<file path="src/eba_pkg.sv">
package eba_pkg;

  // ------------------------------------------------------------
  // Register map and bus constants
  // ------------------------------------------------------------
  localparam int              ADDR_W      = 9;
  localparam int              NUM_REGS    = 32;
  localparam logic [8:0]      CMD_OFS     = 9'h000;
  localparam logic [8:0]      STAT_OFS    = 9'h004;
  localparam logic [8:0]      REGS_OFS    = 9'h100;
  localparam logic [8:0]      REGS_SPAN   = 9'h080;
  localparam int              BUSY_BIT    = 8;
  localparam int              IMM_WORD_W  = 6;
  localparam logic [3:0]      STRB_ALL    = 4'hf;
  localparam logic [1:0]      RESP_OKAY   = 2'b00;
  localparam logic [1:0]      RESP_SLVERR = 2'b10;

  // ------------------------------------------------------------
  // Datapath constants
  // ------------------------------------------------------------
  localparam logic [7:0]      BYTE_ONES     = 8'hff;
  localparam logic [7:0]      BYTE_SIGN_MIN = 8'h80;
  localparam logic [7:0]      BYTE_SIGN_MAX = 8'h7f;

  typedef enum logic [4:0] {
    op_add_regs        = 5'h00,
    op_add_carry       = 5'h01,
    op_add_imm_word    = 5'h02,
    op_sub_regs        = 5'h03,
    op_sub_imm         = 5'h04,
    op_sub_regs_borrow = 5'h05,
    op_sub_imm_borrow  = 5'h06,
    op_sub_imm_word    = 5'h07,
    op_and_regs        = 5'h08,
    op_and_imm         = 5'h09,
    op_or_regs         = 5'h0a,
    op_or_imm          = 5'h0b,
    op_xor_regs        = 5'h0c,
    op_ones_complement = 5'h0d,
    op_twos_negate     = 5'h0e,
    op_set_mask_bits   = 5'h0f,
    op_clear_mask_bits = 5'h10,
    op_increment_reg   = 5'h11,
    op_decrement_reg   = 5'h12,
    op_test_reg        = 5'h13,
    op_zero_reg        = 5'h14,
    op_ones_reg        = 5'h15
  } eba_op_t;

  typedef enum logic [1:0] {
    st_idle    = 2'b00,
    st_exec    = 2'b01,
    st_word_hi = 2'b11
  } eba_state_t;

  typedef struct packed {
    logic h;
    logic s;
    logic v;
    logic n;
    logic z;
    logic c;
  } eba_flags_t;

  typedef struct packed {
    logic [7:0] imm;
    logic [2:0] rsv2;
    logic [4:0] src;
    logic [2:0] rsv1;
    logic [4:0] dst;
    logic [2:0] rsv0;
    eba_op_t    op;
  } eba_cmd_t;

  localparam eba_flags_t FLAGS_RST = 6'h00;
  localparam eba_cmd_t   CMD_RST   = 32'h0000_0000;

  function automatic logic op_is_known(input logic [4:0] code);
    return code <= op_ones_reg;
  endfunction : op_is_known

  function automatic logic op_is_word(input eba_op_t op);
    return (op == op_add_imm_word) || (op == op_sub_imm_word);
  endfunction : op_is_word

  function automatic logic op_uses_imm(input eba_op_t op);
    return op inside {op_add_imm_word, op_sub_imm, op_sub_imm_borrow, op_sub_imm_word,
                      op_and_imm, op_or_imm, op_set_mask_bits, op_clear_mask_bits};
  endfunction : op_uses_imm

endpackage : eba_pkg

</file>
<file path="src/eba_regfile.sv">
module eba_regfile #(
  parameter int DEPTH = 32,
  parameter int WIDTH = 8
) (
  input  wire logic                     aclk,     // Core clock
  input  wire logic                     aresetn,  // Sync reset, active low
  input  wire logic                     we,       // Write enable
  input  wire logic [$clog2(DEPTH)-1:0] waddr,    // Write index
  input  wire logic [WIDTH-1:0]         wdata,    // Write value
  input  wire logic [$clog2(DEPTH)-1:0] raddr_a,  // Read index, port a
  output logic      [WIDTH-1:0]         rdata_a,  // Read value, port a
  input  wire logic [$clog2(DEPTH)-1:0] raddr_b,  // Read index, port b
  output logic      [WIDTH-1:0]         rdata_b,  // Read value, port b
  input  wire logic [$clog2(DEPTH)-1:0] raddr_c,  // Read index, port c
  output logic      [WIDTH-1:0]         rdata_c   // Read value, port c
);

  // Word pairs need an even, power-of-two depth
  if (DEPTH < 2 || (DEPTH & (DEPTH - 1)) != 0) begin : g_bad_depth
    $error("eba_regfile: DEPTH must be a power of two of at least 2");
  end

  logic [WIDTH-1:0] mem_r [DEPTH];

  always_ff @(posedge aclk) begin
    if (!aresetn) begin
      for (int i = 0; i < DEPTH; i++) begin
        mem_r[i] <= '0;
      end
    end else if (we) begin
      mem_r[waddr] <= wdata;
    end
  end

  assign rdata_a = mem_r[raddr_a];
  assign rdata_b = mem_r[raddr_b];
  assign rdata_c = mem_r[raddr_c];

endmodule : eba_regfile

</file>
<file path="src/eba_alu_core.sv">
module eba_alu_core (
  input  wire eba_pkg::eba_op_t    op,        // Operation
  input  wire logic [7:0]          opa,       // Destination operand
  input  wire logic [7:0]          opb,       // Source register or immediate
  input  wire eba_pkg::eba_flags_t flags_in,  // Current flags
  output logic [7:0]               res,       // Result byte
  output eba_pkg::eba_flags_t      flags_out  // Next flags
);

  logic [8:0] sum;
  logic [7:0] x;
  logic [7:0] y;
  logic       bin;

  always_comb begin
    res       = opa;
    flags_out = flags_in;
    sum       = '0;
    x         = opa;
    y         = opb;
    bin       = 1'b0;
    case (op)
      eba_pkg::op_add_regs, eba_pkg::op_add_carry: begin
        bin = (op == eba_pkg::op_add_carry) & flags_in.c;
        sum = {1'b0, opa} + {1'b0, opb} + {8'h00, bin};
        res = sum[7:0];
        flags_out.c = sum[8];
        flags_out.h = (opa[3] & opb[3]) | (opb[3] & ~res[3]) | (~res[3] & opa[3]);
        flags_out.v = (opa[7] & opb[7] & ~res[7]) | (~opa[7] & ~opb[7] & res[7]);
        flags_out.n = res[7];
        flags_out.z = (res == 8'h00);
      end
      eba_pkg::op_sub_regs, eba_pkg::op_sub_imm, eba_pkg::op_sub_regs_borrow,
      eba_pkg::op_sub_imm_borrow, eba_pkg::op_twos_negate: begin
        // Negate runs the subtractor as zero minus the operand
        x   = (op == eba_pkg::op_twos_negate) ? 8'h00 : opa;
        y   = (op == eba_pkg::op_twos_negate) ? opa : opb;
        bin = (op inside {eba_pkg::op_sub_regs_borrow, eba_pkg::op_sub_imm_borrow})
              & flags_in.c;
        sum = {1'b0, x} - {1'b0, y} - {8'h00, bin};
        res = sum[7:0];
        flags_out.c = sum[8];
        flags_out.h = (~x[3] & y[3]) | (y[3] & res[3]) | (res[3] & ~x[3]);
        flags_out.v = (x[7] & ~y[7] & ~res[7]) | (~x[7] & y[7] & res[7]);
        flags_out.n = res[7];
        // Borrow chains keep zero only if every byte so far was zero
        flags_out.z = (res == 8'h00)
                      & ((op inside {eba_pkg::op_sub_regs_borrow,
                                     eba_pkg::op_sub_imm_borrow}) ? flags_in.z : 1'b1);
      end
      eba_pkg::op_and_regs, eba_pkg::op_and_imm, eba_pkg::op_test_reg,
      eba_pkg::op_or_regs, eba_pkg::op_or_imm, eba_pkg::op_set_mask_bits,
      eba_pkg::op_xor_regs, eba_pkg::op_zero_reg, eba_pkg::op_clear_mask_bits: begin
        case (op)
          eba_pkg::op_and_regs, eba_pkg::op_and_imm: res = opa & opb;
          eba_pkg::op_test_reg:                      res = opa & opa;
          eba_pkg::op_xor_regs:                      res = opa ^ opb;
          eba_pkg::op_zero_reg:                      res = opa ^ opa;
          eba_pkg::op_clear_mask_bits:               res = opa & (eba_pkg::BYTE_ONES - opb);
          default:                                   res = opa | opb;
        endcase
        flags_out.v = 1'b0;
        flags_out.n = res[7];
        flags_out.z = (res == 8'h00);
      end
      eba_pkg::op_ones_complement: begin
        res = eba_pkg::BYTE_ONES - opa;
        flags_out.c = 1'b1;
        flags_out.v = 1'b0;
        flags_out.n = res[7];
        flags_out.z = (res == 8'h00);
      end
      eba_pkg::op_increment_reg, eba_pkg::op_decrement_reg: begin
        res = (op == eba_pkg::op_increment_reg) ? opa + 8'h01 : opa - 8'h01;
        flags_out.v = (op == eba_pkg::op_increment_reg) ? (res == eba_pkg::BYTE_SIGN_MIN)
                                                        : (res == eba_pkg::BYTE_SIGN_MAX);
        flags_out.n = res[7];
        flags_out.z = (res == 8'h00);
      end
      eba_pkg::op_ones_reg: res = eba_pkg::BYTE_ONES;
      default:              res = opa;
    endcase
  end

endmodule : eba_alu_core

</file>
<file path="src/eba_alu_top.sv">
// What this block does
// - Add two registers, with optional carry in, flags Z C N V H, one clock
// - Add immediate to register pair, flags Z C N V S, two clocks
// - Subtract register or immediate from destination, flags Z C N V H, one clock
// - Subtract register and carry from destination, flags Z C N V H, one clock
// - Subtract immediate and carry from destination, flags Z C N V H, one clock
// - Subtract immediate from register pair, flags Z C N V S, two clocks
// - AND with register or immediate, flags Z N V only, one clock
// - OR with register or immediate, flags Z N V only, one clock
// - Exclusive OR of two registers, flags Z N V, one clock
// - Set bits: OR immediate mask into destination, flags Z N V, one clock
// - Clear bits: AND with all ones minus mask, flags Z N V, one clock
// - Test: AND register with itself, register kept, flags Z N V, one clock
//
// The register offsets and register access over AXI4-Lite were chosen for this implementation.
module eba_alu_top (
  input  wire logic        aclk,           // Core clock
  input  wire logic        aresetn,        // Sync reset, active low
  input  wire logic [8:0]  s_axi_awaddr,   // Write address
  input  wire logic        s_axi_awvalid,  // Write address valid
  output logic             s_axi_awready,  // Write address ready
  input  wire logic [31:0] s_axi_wdata,    // Write data
  input  wire logic [3:0]  s_axi_wstrb,    // Write strobes
  input  wire logic        s_axi_wvalid,   // Write data valid
  output logic             s_axi_wready,   // Write data ready
  output logic [1:0]       s_axi_bresp,    // Write response
  output logic             s_axi_bvalid,   // Write response valid
  input  wire logic        s_axi_bready,   // Write response ready
  input  wire logic [8:0]  s_axi_araddr,   // Read address
  input  wire logic        s_axi_arvalid,  // Read address valid
  output logic             s_axi_arready,  // Read address ready
  output logic [31:0]      s_axi_rdata,    // Read data
  output logic [1:0]       s_axi_rresp,    // Read response
  output logic             s_axi_rvalid,   // Read data valid
  input  wire logic        s_axi_rready    // Read data ready
);

  typedef struct packed {
    eba_pkg::eba_state_t state;
    eba_pkg::eba_flags_t flags;
    eba_pkg::eba_cmd_t   cmd;
    eba_pkg::eba_flags_t word_flags;
    logic [7:0]          word_hi;
    logic                aw_got;
    logic [8:0]          aw_addr;
    logic                w_got;
    logic [31:0]         w_data;
    logic [3:0]          w_strb;
    logic                awready;
    logic                wready;
    logic                bvalid;
    logic [1:0]          bresp;
    logic                arready;
    logic                rvalid;
    logic [31:0]         rdata;
    logic [1:0]          rresp;
  } eba_top_state_t;

  eba_top_state_t      s_r;
  eba_top_state_t      s_nxt;
  logic                busy;
  logic                is_word;
  logic [4:0]          pair_lo;
  logic [4:0]          raddr_a;
  logic [4:0]          raddr_b;
  logic [7:0]          rdata_a;
  logic [7:0]          rdata_b;
  logic [7:0]          rdata_c;
  logic [7:0]          opb;
  logic [7:0]          core_res;
  eba_pkg::eba_flags_t core_flags;
  logic [16:0]         word_sum;
  logic [15:0]         word_imm;
  logic                rf_we;
  logic [4:0]          rf_waddr;
  logic [7:0]          rf_wdata;

  function automatic logic in_regs(input logic [8:0] a);
    return (a >= eba_pkg::REGS_OFS) && (a < eba_pkg::REGS_OFS + eba_pkg::REGS_SPAN);
  endfunction : in_regs

  // ------------------------------------------------------------
  // Operand selection and datapath
  // ------------------------------------------------------------
  assign busy     = (s_r.state != eba_pkg::st_idle);
  assign is_word  = eba_pkg::op_is_word(s_r.cmd.op);
  assign pair_lo  = {s_r.cmd.dst[4:1], 1'b0};
  assign raddr_a  = is_word ? pair_lo : s_r.cmd.dst;
  assign raddr_b  = is_word ? {s_r.cmd.dst[4:1], 1'b1} : s_r.cmd.src;
  assign opb      = eba_pkg::op_uses_imm(s_r.cmd.op) ? s_r.cmd.imm : rdata_b;
  assign word_imm = {10'h000, s_r.cmd.imm[eba_pkg::IMM_WORD_W-1:0]};
  // Pair arithmetic is done whole in the first cycle, high byte lands in the second
  assign word_sum = (s_r.cmd.op == eba_pkg::op_sub_imm_word)
                  ? {1'b0, rdata_b, rdata_a} - {1'b0, word_imm}
                  : {1'b0, rdata_b, rdata_a} + {1'b0, word_imm};

  eba_regfile #(
    .DEPTH (eba_pkg::NUM_REGS),
    .WIDTH (8)
  ) u_regfile (
    .aclk    (aclk),
    .aresetn (aresetn),
    .we      (rf_we),
    .waddr   (rf_waddr),
    .wdata   (rf_wdata),
    .raddr_a (raddr_a),
    .rdata_a (rdata_a),
    .raddr_b (raddr_b),
    .rdata_b (rdata_b),
    .raddr_c (s_axi_araddr[6:2]),
    .rdata_c (rdata_c)
  );

  eba_alu_core u_core (
    .op        (s_r.cmd.op),
    .opa       (rdata_a),
    .opb       (opb),
    .flags_in  (s_r.flags),
    .res       (core_res),
    .flags_out (core_flags)
  );

  // ------------------------------------------------------------
  // Next state
  // ------------------------------------------------------------
  always_comb begin
    s_nxt    = s_r;
    rf_we    = 1'b0;
    rf_waddr = '0;
    rf_wdata = '0;

    if (s_axi_awvalid && s_r.awready) begin
      s_nxt.aw_got  = 1'b1;
      s_nxt.aw_addr = s_axi_awaddr;
    end
    if (s_axi_wvalid && s_r.wready) begin
      s_nxt.w_got  = 1'b1;
      s_nxt.w_data = s_axi_wdata;
      s_nxt.w_strb = s_axi_wstrb;
    end

    // Writes are refused while busy so the register port never sees two writers
    if (s_r.aw_got && s_r.w_got && !s_r.bvalid) begin
      s_nxt.aw_got = 1'b0;
      s_nxt.w_got  = 1'b0;
      s_nxt.bvalid = 1'b1;
      s_nxt.bresp  = eba_pkg::RESP_OKAY;
      if (s_r.aw_addr[8:2] == eba_pkg::CMD_OFS[8:2]) begin
        if (busy || s_r.w_strb != eba_pkg::STRB_ALL
            || !eba_pkg::op_is_known(s_r.w_data[4:0])) begin
          s_nxt.bresp = eba_pkg::RESP_SLVERR;
        end else begin
          s_nxt.cmd      = eba_pkg::eba_cmd_t'(s_r.w_data);
          s_nxt.cmd.rsv0 = '0;
          s_nxt.cmd.rsv1 = '0;
          s_nxt.cmd.rsv2 = '0;
          s_nxt.state    = eba_pkg::st_exec;
        end
      end else if (s_r.aw_addr[8:2] == eba_pkg::STAT_OFS[8:2]) begin
        if (busy) begin
          s_nxt.bresp = eba_pkg::RESP_SLVERR;
        end else if (s_r.w_strb[0]) begin
          s_nxt.flags = eba_pkg::eba_flags_t'(s_r.w_data[5:0]);
        end
      end else if (in_regs(s_r.aw_addr)) begin
        if (busy) begin
          s_nxt.bresp = eba_pkg::RESP_SLVERR;
        end else if (s_r.w_strb[0]) begin
          rf_we    = 1'b1;
          rf_waddr = s_r.aw_addr[6:2];
          rf_wdata = s_r.w_data[7:0];
        end
      end else begin
        s_nxt.bresp = eba_pkg::RESP_SLVERR;
      end
    end else if (s_r.bvalid && s_axi_bready) begin
      s_nxt.bvalid = 1'b0;
    end
    s_nxt.awready = !s_nxt.aw_got && !s_nxt.bvalid;
    s_nxt.wready  = !s_nxt.w_got && !s_nxt.bvalid;

    if (s_axi_arvalid && s_r.arready) begin
      s_nxt.rvalid = 1'b1;
      s_nxt.rresp  = eba_pkg::RESP_OKAY;
      s_nxt.rdata  = '0;
      if (s_axi_araddr[8:2] == eba_pkg::CMD_OFS[8:2]) begin
        s_nxt.rdata = s_r.cmd;
      end else if (s_axi_araddr[8:2] == eba_pkg::STAT_OFS[8:2]) begin
        s_nxt.rdata[5:0]               = s_r.flags;
        s_nxt.rdata[eba_pkg::BUSY_BIT] = busy;
      end else if (in_regs(s_axi_araddr)) begin
        s_nxt.rdata[7:0] = rdata_c;
      end else begin
        s_nxt.rresp = eba_pkg::RESP_SLVERR;
      end
    end else if (s_r.rvalid && s_axi_rready) begin
      s_nxt.rvalid = 1'b0;
    end
    s_nxt.arready = !s_nxt.rvalid;

    case (s_r.state)
      eba_pkg::st_exec: begin
        if (is_word) begin
          rf_we                  = 1'b1;
          rf_waddr               = pair_lo;
          rf_wdata               = word_sum[7:0];
          s_nxt.word_hi          = word_sum[15:8];
          s_nxt.word_flags       = s_r.flags;
          s_nxt.word_flags.c     = word_sum[16];
          s_nxt.word_flags.n     = word_sum[15];
          s_nxt.word_flags.z     = (word_sum[15:0] == 16'h0000);
          s_nxt.word_flags.v     = (s_r.cmd.op == eba_pkg::op_sub_imm_word)
                                 ? (rdata_b[7] & ~word_sum[15])
                                 : (~rdata_b[7] & word_sum[15]);
          s_nxt.word_flags.s     = word_sum[15] ^ s_nxt.word_flags.v;
          s_nxt.state            = eba_pkg::st_word_hi;
        end else begin
          // Test only sets flags; the register keeps its value
          if (s_r.cmd.op != eba_pkg::op_test_reg) begin
            rf_we    = 1'b1;
            rf_waddr = s_r.cmd.dst;
            rf_wdata = core_res;
          end
          s_nxt.flags = core_flags;
          s_nxt.state = eba_pkg::st_idle;
        end
      end
      eba_pkg::st_word_hi: begin
        rf_we       = 1'b1;
        rf_waddr    = {s_r.cmd.dst[4:1], 1'b1};
        rf_wdata    = s_r.word_hi;
        s_nxt.flags = s_r.word_flags;
        s_nxt.state = eba_pkg::st_idle;
      end
      default: begin
      end
    endcase
  end

  always_ff @(posedge aclk) begin
    if (!aresetn) begin
      s_r       <= '0;
      s_r.flags <= eba_pkg::FLAGS_RST;
      s_r.cmd   <= eba_pkg::CMD_RST;
    end else begin
      s_r <= s_nxt;
    end
  end

  assign s_axi_awready = s_r.awready;
  assign s_axi_wready  = s_r.wready;
  assign s_axi_bvalid  = s_r.bvalid;
  assign s_axi_bresp   = s_r.bresp;
  assign s_axi_arready = s_r.arready;
  assign s_axi_rvalid  = s_r.rvalid;
  assign s_axi_rdata   = s_r.rdata;
  assign s_axi_rresp   = s_r.rresp;

  logic       exec;
  logic [7:0] add_ref;
  logic [15:0] word_ref;
  assign exec    = (s_r.state == eba_pkg::st_exec);
  assign word_ref = {rdata_b, rdata_a} + ((s_r.cmd.op == eba_pkg::op_sub_imm_word)
                                          ? (16'h0000 - word_imm) : word_imm);
  assign add_ref = rdata_a + opb + {7'h00, (s_r.cmd.op == eba_pkg::op_add_carry) & s_r.flags.c};
endmodule : eba_alu_top

</file>
<file path="config.mk">
export PLATFORM = sky130hd
export DESIGN_NAME = eba_alu_top
export DESIGN_NICKNAME = d
export VERILOG_FILES = /design/src/eba_pkg.sv /design/src/eba_regfile.sv /design/src/eba_alu_core.sv /design/src/eba_alu_top.sv
export SDC_FILE = /design/constraint.sdc
export NUM_CORES = 1
export LEC_CHECK = 0
export BUFFER_PORTS_ARGS = -buffer_cell sky130_fd_sc_hd__buf_2
export CELL_PAD_IN_SITES_DETAIL_PLACEMENT = 1
export CELL_PAD_IN_SITES_GLOBAL_PLACEMENT = 1
export CORE_MARGIN = 2
export CORE_UTILIZATION = 30
export DETAILED_ROUTE_END_ITERATION = 10
export PLACE_DENSITY_LB_ADDON = 0.1
export SLEW_MARGIN = 5
export SYNTH_ARGS = -nofsm -noshare
export SYNTH_HDL_FRONTEND = slang
export SYNTH_SLANG_ARGS = --single-unit
export TNS_END_PERCENT = 50
</file>
<file path="constraint.sdc">
create_clock -name aclk -period 7.4 [get_ports aclk]
set_input_delay 0.74 -clock aclk [delete_from_list [all_inputs] [get_ports aclk]]
set_output_delay 0.74 -clock aclk [all_outputs]
set_load 0.02 [all_outputs]
</file>
==> results of run 1 <==
per-stage QoR:
step	setup WS, ps	instances	cell area, µm²	TNS (ps)	util, %
floorplan	1850	2579	24800	0	-
global placement	99.1	3621	26500	0	32.3
detailed placement	-25.6	3621	26500	-82.7	32.3
CTS	7.78	3703	28000	0	34.1
global route	17.2	3717	28200	0	34.3
finish	420	3717	28200	0	34.3
flip-flops by register name, indices dropped and copies added (netlist names), 4 cells and up:
register and count:
u_regfile.mem_r 256, s_r 79, pair_lo 4, s_axi_rdata 26
Yosys cell counts, drive strengths merged, types with 11 or more instances:
library cell | n | area [µm²]
nor3 | 35 | 191
nand3 | 55 | 275
nand2 | 462 | 1730
nor4 | 11 | 68.8
ha | 56 | 701
o211ai | 19 | 143
a21o | 11 | 82.6
xnor2 | 20 | 175
clkbuf | 94 | 353
o21ai | 94 | 489
a21oi | 183 | 920
dfxtp | 116 | 2320
mux4 | 157 | 3540
inv | 63 | 236
mux2i | 74 | 741
xor2 | 12 | 113
o21a | 14 | 105
and3 | 31 | 194
mux2 | 12 | 135
nor2 | 376 | 1410
a221oi | 19 | 179
o22ai | 13 | 87.6
nor2b | 17 | 106
edfxtp | 256 | 7690
buf | 118 | 696
nand2b | 22 | 138
a211oi | 21 | 158
a22oi | 12 | 95.1
a31oi | 25 | 163
worst min path at each step:
stage                to             from  cells after the start  slack, ps
6_report        s_r[51]   s_axi_wdata[6]                      3        410
5_1_grt         s_r[73]  s_axi_wdata[28]                      3        390
4_1_cts         s_r[51]   s_axi_wdata[6]                      3        370
3_5_place_dp   s_r[121]          s_r[64]                      2        450
3_3_place_gp    s_r[43]          s_r[43]                      2        450
2_1_floorplan   s_r[97]          s_r[97]                      2        430
routing by layer:
metal	up-vias	global-route usage, %	share of wire (%)
met1	11267	32.4	40
met3	260	4.03	5.3
met4	8	14.8	6.3
met2	757	45.7	49
li1	9499	-	-
met5	-	0	0.050
final cells by class:
cell class | instances | area (µm²)
clock buffer | 62 | 1250
clock inverter | 19 | 203
fill | 9288 | 53800
inverter | 66 | 248
multi-input combinational | 1930 | 13600
sequential | 372 | 10000
tap | 1070 | 1340
timing repair buffer | 198 | 1460
worst min-delay path, stage by stage:
cell	delay, ps
buf_2	90
nand2_1	50
a21oi_1	50
repair_timing:
action | in CTS | in global routing
gates cloned | 1 | 0
resized for setup | 1 | 9
setup endpoints to repair | 32 | 64
pin swaps | 1 | 7
endpoints found under the hold margin | 0 | 0
setup buffers | 0 | 14
cell families after synthesis:
family,after synthesis
fa+ha+maj,64
compound gates,521
simple gates,1061
buf+inv,278
xor+xnor,32
other cells,1
mux,243
flops,372
where the power goes:
group	switching, µW	leakage, µW	internal (µW)
Clock	922	0.000704	1290
Sequential	65.7	0.00359	2280
Combinational	304	0.00545	187
==> impl_metrics.toml, run 1 <==
[status]
status = "finished, final reports clean"

[logic_synthesis]
synth.distinct_cells = 95
synth_edf_count = 256
yosysSeqAreaShare_pct = 40.4
synth_simple_gate_area_share_pct = 18.2
synth_warnings = 0
synth_fa_ha_area_share_pct = 3.43
synth_compound_area_share_pct = 13.8
synth_top_family_by_area = "simple AND/OR/NAND/NOR gates"
avgSynthCellArea_um2 = 9.63
ys_seq_elements = 372
synthMuxAreaShare_pct = 17.8
synth_xor_area_share_pct = 1.16
syn_area_um2 = 24800
synthCells = 2572
synth-async-reset-ratio_pct = 0
ys.flop_type = "edfxtp_1"

[drt]
vias_per_cell = 5.86
ant_nets = 0
drtPass1Iterations = 5
drt-initial-drc-count = 1916
routed_wl_um = 115000
wire_per_inst_um = 30.9
vias = 21791
drc_errors = 0

[clocking]
cts_tree = "done"
cts_htree_levels = 2
clock_path_buffers = 3
clk_pin_slew_ps = 60
numCtsBuffers = 45
root_buffer = "clkbuf_16"
ctsHoldBuffers = 0
clk_latency_ps = 590
numClockSinks = 372

[placed_design]
port_buffers = 83
gp_congestion = 0.953
place_hpwl_um = 85800

[die]
core_area_um2 = 82000
die_y_um = 291
die-area_um2 = 84900
die_x_um = 291
ios = 102
num_rows = 105
initial_core_util_pct = 30.2

[setup_path]
reg2reg_slack_ps = 420
cp.depth = 27
end_kind = "register"
crit_family = "compound AO/OA/AOI/OAI gates"
path_class = "register to register"
setup.worst_path.start = "s_r[103]"
endpoint = "u_regfile.mem_r[25][6]"
r2r-start = "s_r[103]"
worstPathRequired_ps = 7730
r2r_cells = 27
cp.arrival_ps = 7310
r2r-end = "u_regfile.mem_r[25][6]"
cp-start-kind = "register"
slowest_stage = "a222oi_1"
crit_path_max_fanout = 32
cpPeakStageDelay_ps = 630
critical_path_buf_inv_count = 4

[sta]
max-slew-margin-rel_pct = 7.63
max_freq_mhz = 143
rsz0062_at_grt = "false"
setup-violations-final = 0
period_share_pct = 94.3
worst_pin_slew_ps = 1370
hold_viol = 0
slew_violations = 0
finClkSkew_ps = 13.9
post-route-min-period_ps = 6980
whs_ps = 406

[power_and_ir_drop]
power.leakage_uw = 0.00975
ir_drop_v = 0.000156
power.total_uw = 5050
powerDensity_nw_per_um2 = 179

[final_layout]
layout_commonest_cell = "nand2_1"
drive_gt1_share_pct = 18.0
most-common-layout-cells = "462 x nand2_1, 373 x nor2_1, 256 x edfxtp_1"
antennaDiodeCount = 0
final_nets = 2737
syn_to_final_growth_pct = 13.6

[grt]
grt_overflow = 0
grt_pass1_vias = 22303
grt_max_degree = 68
grt_use_total_pct = 26.8
grt_pass1_wl_um = 165000
antenna_found_initial = 4

[worst_hold_path]
hp-class = "input port to register"

[flow_run]
maxCapViolations = 0
(Power assumes the default switching activity.)
==> run 2, diff against run 1 <==
CORE_ASPECT_RATIO = 0.8   (was default)
==> run 2 against run 1 <==
Sequential share of layout area shrank 0.27 points; hold slack lost 30 ps; sequential power is essentially flat; fmax shrank 3.0%; critical path type unchanged; critical endpoint is now u_regfile.mem_r[26][7].
==> impl_metrics.toml, run 2 (synthesized netlist as in run 1, its figures left out) <==
[status]
status = "finished, final reports clean"

[sta]
hold_viol = 0
setup_tns_ps = 0
post-route-min-period_ps = 7200
max_freq_mhz = 139
max-slew-margin-rel_pct = 3.86
fin_ws_ps = 203
setup-violations-final = 0
rsz0062_at_grt = "false"
whs_ps = 376
period_share_pct = 97.3
finClkSkew_ps = 15.3
worst_pin_slew_ps = 1440
slew_violations = 0

[final_layout]
fin_area_um2 = 28400
fin_util_pct = 34.6
ff_latch_area_um2 = 10000
most-common-layout-cells = "462 x nand2_1, 375 x nor2_1, 256 x edfxtp_1"
n_fill_cell = 9264
largest_reg_flops = 256
syn_to_final_growth_pct = 14.5
multi_input_area_um2 = 13600
layout_commonest_cell = "nand2_1"
final_nets = 2757
drive_gt1_share_pct = 18.8
regMostFlops = "u_regfile.mem_r"

[clocking]
numCtsBuffers = 44
root_buffer = "clkbuf_16"
numClockSinks = 372
clk_latency_ps = 600
clock_path_buffers = 3
post-cts-setup-buffer-count = 0
cts_htree_levels = 2
cts_tree = "done"
clk_pin_slew_ps = 70

[drt]
vias = 22239
drc_errors = 0
ant_nets = 0
vias_per_cell = 5.89
routed_wl_um = 119000
drt-initial-drc-count = 2654
drtPass1Iterations = 6
wire_per_inst_um = 31.6

[die]
die-area_um2 = 84900
die_y_um = 261
core_area_um2 = 82000
initial_core_util_pct = 30.2
ios = 102
num_rows = 94
die_x_um = 325

[setup_path]
cp.depth = 26
crit_family = "compound AO/OA/AOI/OAI gates"
r2r-end = "u_regfile.mem_r[26][7]"
cp-start-kind = "register"
path_class = "register to register"
r2r_cells = 26
worstPathRequired_ps = 7750
end_kind = "register"
critical_path_buf_inv_count = 4
crit_path_max_fanout = 32
cpPeakStageDelay_ps = 670
r2r-start = "s_r[105]"
reg2reg_slack_ps = 200
slowest_stage = "or3b_1"
cp.arrival_ps = 7540

[power_and_ir_drop]
powerDensity_nw_per_um2 = 182
ir_drop_v = 0.000135
power.leakage_uw = 0.00988

[grt]
grt_max_degree = 54
grt_pass1_wl_um = 169000
antenna_found_initial = 2
grt_use_total_pct = 27.8
grt_overflow = 0
grt_pass1_vias = 21743

[worst_hold_path]
hp-class = "input port to register"
hold_path_startpoint = "s_axi_wdata[8]"
whs_path_depth = 3
min_to = "s_r[53]"

[flow_run]
maxCapViolations = 0

[placed_design]
pre_cts_ws_ps = 343
gp_congestion = 0.973
place_hpwl_um = 91200
place_area_um2 = 26900
port_buffers = 83
## run 2: timing repair
action / CTS / global route
hold endpoints to repair: 0 / 0
hold buffers: 0 / 0
resized for setup: 0 / 4
endpoints found under the setup margin: 0 / 64
## run 2: power breakdown
| part | total, µW | internal (µW) | switching [µW] |
|---|---|---|---|
| clock | 2290 | 1330 | 958 |
| combinational | 519 | 194 | 325 |
| sequential | 2340 | 2280 | 64.8 |
## run 2: metrics by stage
stage / power, µW / std cells
global route: 5320 / 3772
finish: 5150 / 3775
detailed placement: 2890 / 3690
CTS: 5190 / 3771
global placement: 2890 / 3690
floorplan: 2670 / 2579
## run 2: per-layer routing
| layer | up-vias | wire, µm | part of all wire [%] | track usage [%] |
|---|---|---|---|---|
| met2 | 1036 | 46900 | 39 | 38.0 |
| met3 | 165 | 12000 | 10 | 6.14 |
| met1 | 11523 | 57300 | 48 | 43.3 |
| li1 | 9515 | - | - | - |
| met5 | - | 0 | 0 | 0 |
| met4 | 0 | 3190 | 2.7 | 7.43 |
## run 2: worst register-to-register path, delay by kind of cell, from the launching register on
| family | cells | cell delay [ps] |
|---|---|---|
| AO/OA/AOI/OAI | 13 | 3530 |
| adder cells (fa/ha/maj) | 1 | 390 |
| AND/OR/NAND/NOR | 8 | 1660 |
| flip-flops | 1 | 360 |
| buffers and inverters | 4 | 980 |
## run 2: worst max path at each step
stage,startpoint,slack (ps),endpoint
2_1_floorplan,s_r[105],1850,u_regfile.mem_r[9][6]
3_3_place_gp,s_r[105],370,u_regfile.mem_r[0][6]
3_5_place_dp,s_r[102],340,u_regfile.mem_r[0][6]
4_1_cts,s_r[102],290,u_regfile.mem_r[0][6]
5_1_grt,s_r[105],30,u_regfile.mem_r[26][7]
6_report,s_r[105],200,u_regfile.mem_r[26][7]
## run 2: layout make-up
cell class	instances	share of cell area, %
multi-input combinational	1929	47.9
sequential	372	35.3
timing repair buffer	220	5.80
tap	1104	4.87
clock buffer	60	4.42
inverter	66	0.878
clock inverter	21	0.798
antenna	3	0.0265
==> run 3, diff against run 2 <==
CORE_ASPECT_RATIO = 1.75   (was 0.8)
==> run 3 against run 2 <==
Sequential share of layout area about the same; die area about the same; global-route usage up 1.1 points; register-to-register slack better by 170 ps; sequential power about the same; core utilization about the same; critical path type unchanged.
==> impl_metrics.toml, run 3 (synthesized netlist as in run 1, its figures left out) <==
[setup_path]
end_kind = "register"
slowest_stage = "o41ai_1"
worstPathRequired_ps = 7730
r2r-start = "s_r[106]"
cp-start-kind = "register"
cpPeakStageDelay_ps = 600
cp.arrival_ps = 7360
path_class = "register to register"
setup.worst_path.start = "s_r[106]"
crit_path_max_fanout = 27

[sta]
max-slew-margin-rel_pct = 18.0
period_share_pct = 94.9
max_freq_mhz = 142
slew_violations = 0
setup-violations-final = 0
worst_pin_slew_ps = 1210
rsz0062_at_grt = "false"
post-route-min-period_ps = 7020
setup_tns_ps = 0
hold_viol = 0
finClkSkew_ps = 25.5

[die]
die_y_um = 384
num_rows = 139
ios = 102
core_area_um2 = 81900
initial_core_util_pct = 30.2
die-area_um2 = 85000
die_x_um = 221

[drt]
vias_per_cell = 5.87
ant_nets = 0
wire_per_inst_um = 33.4
routed_wl_um = 125000
vias = 21921
drc_errors = 0
drt-initial-drc-count = 1585
drtPass1Iterations = 7

[placed_design]
place_area_um2 = 27000
place_hpwl_um = 97000
port_buffers = 83
gp_congestion = 0.968

[worst_hold_path]
hp-class = "input port to register"
hold_path_startpoint = "s_axi_wdata[5]"

[clocking]
root_buffer = "clkbuf_16"
numCtsBuffers = 41
cts_htree_levels = 2
clk_pin_slew_ps = 60
clk_latency_ps = 620
clock_path_buffers = 3
numClockSinks = 372
cts_tree = "done"

[grt]
antenna_found_initial = 3
grt_use_total_pct = 28.9
grt_pass1_vias = 23190
grt_pass1_wl_um = 175000
grt_max_degree = 56
grt_overflow = 0

[power_and_ir_drop]
powerDensity_nw_per_um2 = 178
power.leakage_uw = 0.00989
ir_drop_v = 0.000181

[final_layout]
syn_to_final_growth_pct = 14.4
drive_gt1_share_pct = 19.0
most-common-layout-cells = "462 x nand2_1, 373 x nor2_1, 256 x edfxtp_1"
final_nets = 2769
fin_area_um2 = 28300
layout_commonest_cell = "nand2_1"
regMostFlops = "u_regfile.mem_r"
n_fill_cell = 9317
largest_reg_flops = 256

[status]
status = "finished, final reports clean"

[flow_run]
maxCapViolations = 0
[run 3: changes by cell type in the layout (fill, tap and decap cells not counted), moves of 2 or more]
cell | before | now
buf_4 | 121 | 132
clkinv_2 | 11 | 4
buf_12 | 16 | 21
clkbuf_16 | 46 | 41
clkbuf_1 | 9 | 13
clkbuf_8 | 5 | 2
nor2_1 | 375 | 373
nor2_2 | 1 | 3
[run 3: repair_timing]
| item | CTS | global route |
|---|---|---|
| setup endpoints to repair | 0 | 38 |
| hold buffers | 0 | 0 |
| gates resized for setup | 0 | 2 |
| setup buffers | 0 | 0 |
[run 3: layout make-up]
type | count | area (µm²) | share of cell area [%]
multi-input cells | 1929 | 13600 | 48.0
flip-flops and latches | 372 | 10000 | 35.3
repair buffers | 235 | 1820 | 6.43
well taps | 1057 | 1320 | 4.67
clock buffers | 56 | 1100 | 3.89
inverters | 66 | 248 | 0.874
clock inverters | 18 | 238 | 0.839
diodes | 2 | 5.00 | 0.0177
[run 3: worst max-delay path: cells and delay by family, from the launching register on]
family / cells / cell delay, ps
AO/OA/AOI/OAI: 13 / 2640
buffers and inverters: 8 / 1530
AND/OR/NAND/NOR: 6 / 1080
adder cells (fa/ha/maj): 2 / 510
multiplexers: 1 / 410
flip-flops: 1 / 310
XOR/XNOR: 1 / 160
[run 3: report_power, final]
part | leakage (µW) | internal (µW) | switching, µW | total, µW
Sequential | 0.00359 | 2280 | 69.3 | 2350
Clock | 0.000641 | 1170 | 990 | 2160
Combinational | 0.00566 | 198 | 325 | 524
[run 3: per-stage QoR]
| stage | hold slack [ps] | setup slack, ps | utilization [%] | power [µW] | std cells |
|---|---|---|---|---|---|
| floorplan | 432 | 1850 | - | 2670 | 2579 |
| global placement | 443 | 202 | 32.9 | 2900 | 3659 |
| detailed placement | 449 | 209 | 32.9 | 2910 | 3659 |
| CTS | 335 | 166 | 34.6 | 5090 | 3733 |
| global route | 348 | 40.6 | 34.6 | 5170 | 3734 |
| finish | 370 | 376 | 34.6 | 5030 | 3735 |
[run 3: final timing paths]
path | to | slack [ps] | cells past startpoint
max | u_regfile.mem_r[4][6] | 380 | 31
min reg2reg | s_axi_rdata[24] | 450 | 2
max reg2reg | u_regfile.mem_r[4][6] | 380 | 31
min | s_r[50] | 370 | 3
[run 3: per-layer routing]
layer | wire [µm] | part of all wire [%] | track usage, %
met1 | 41400 | 33 | 28.5
met3 | 5030 | 4.0 | 3.16
met2 | 65800 | 53 | 54.1
met4 | 12400 | 10 | 24.4
met5 | 0 | 0 | 0
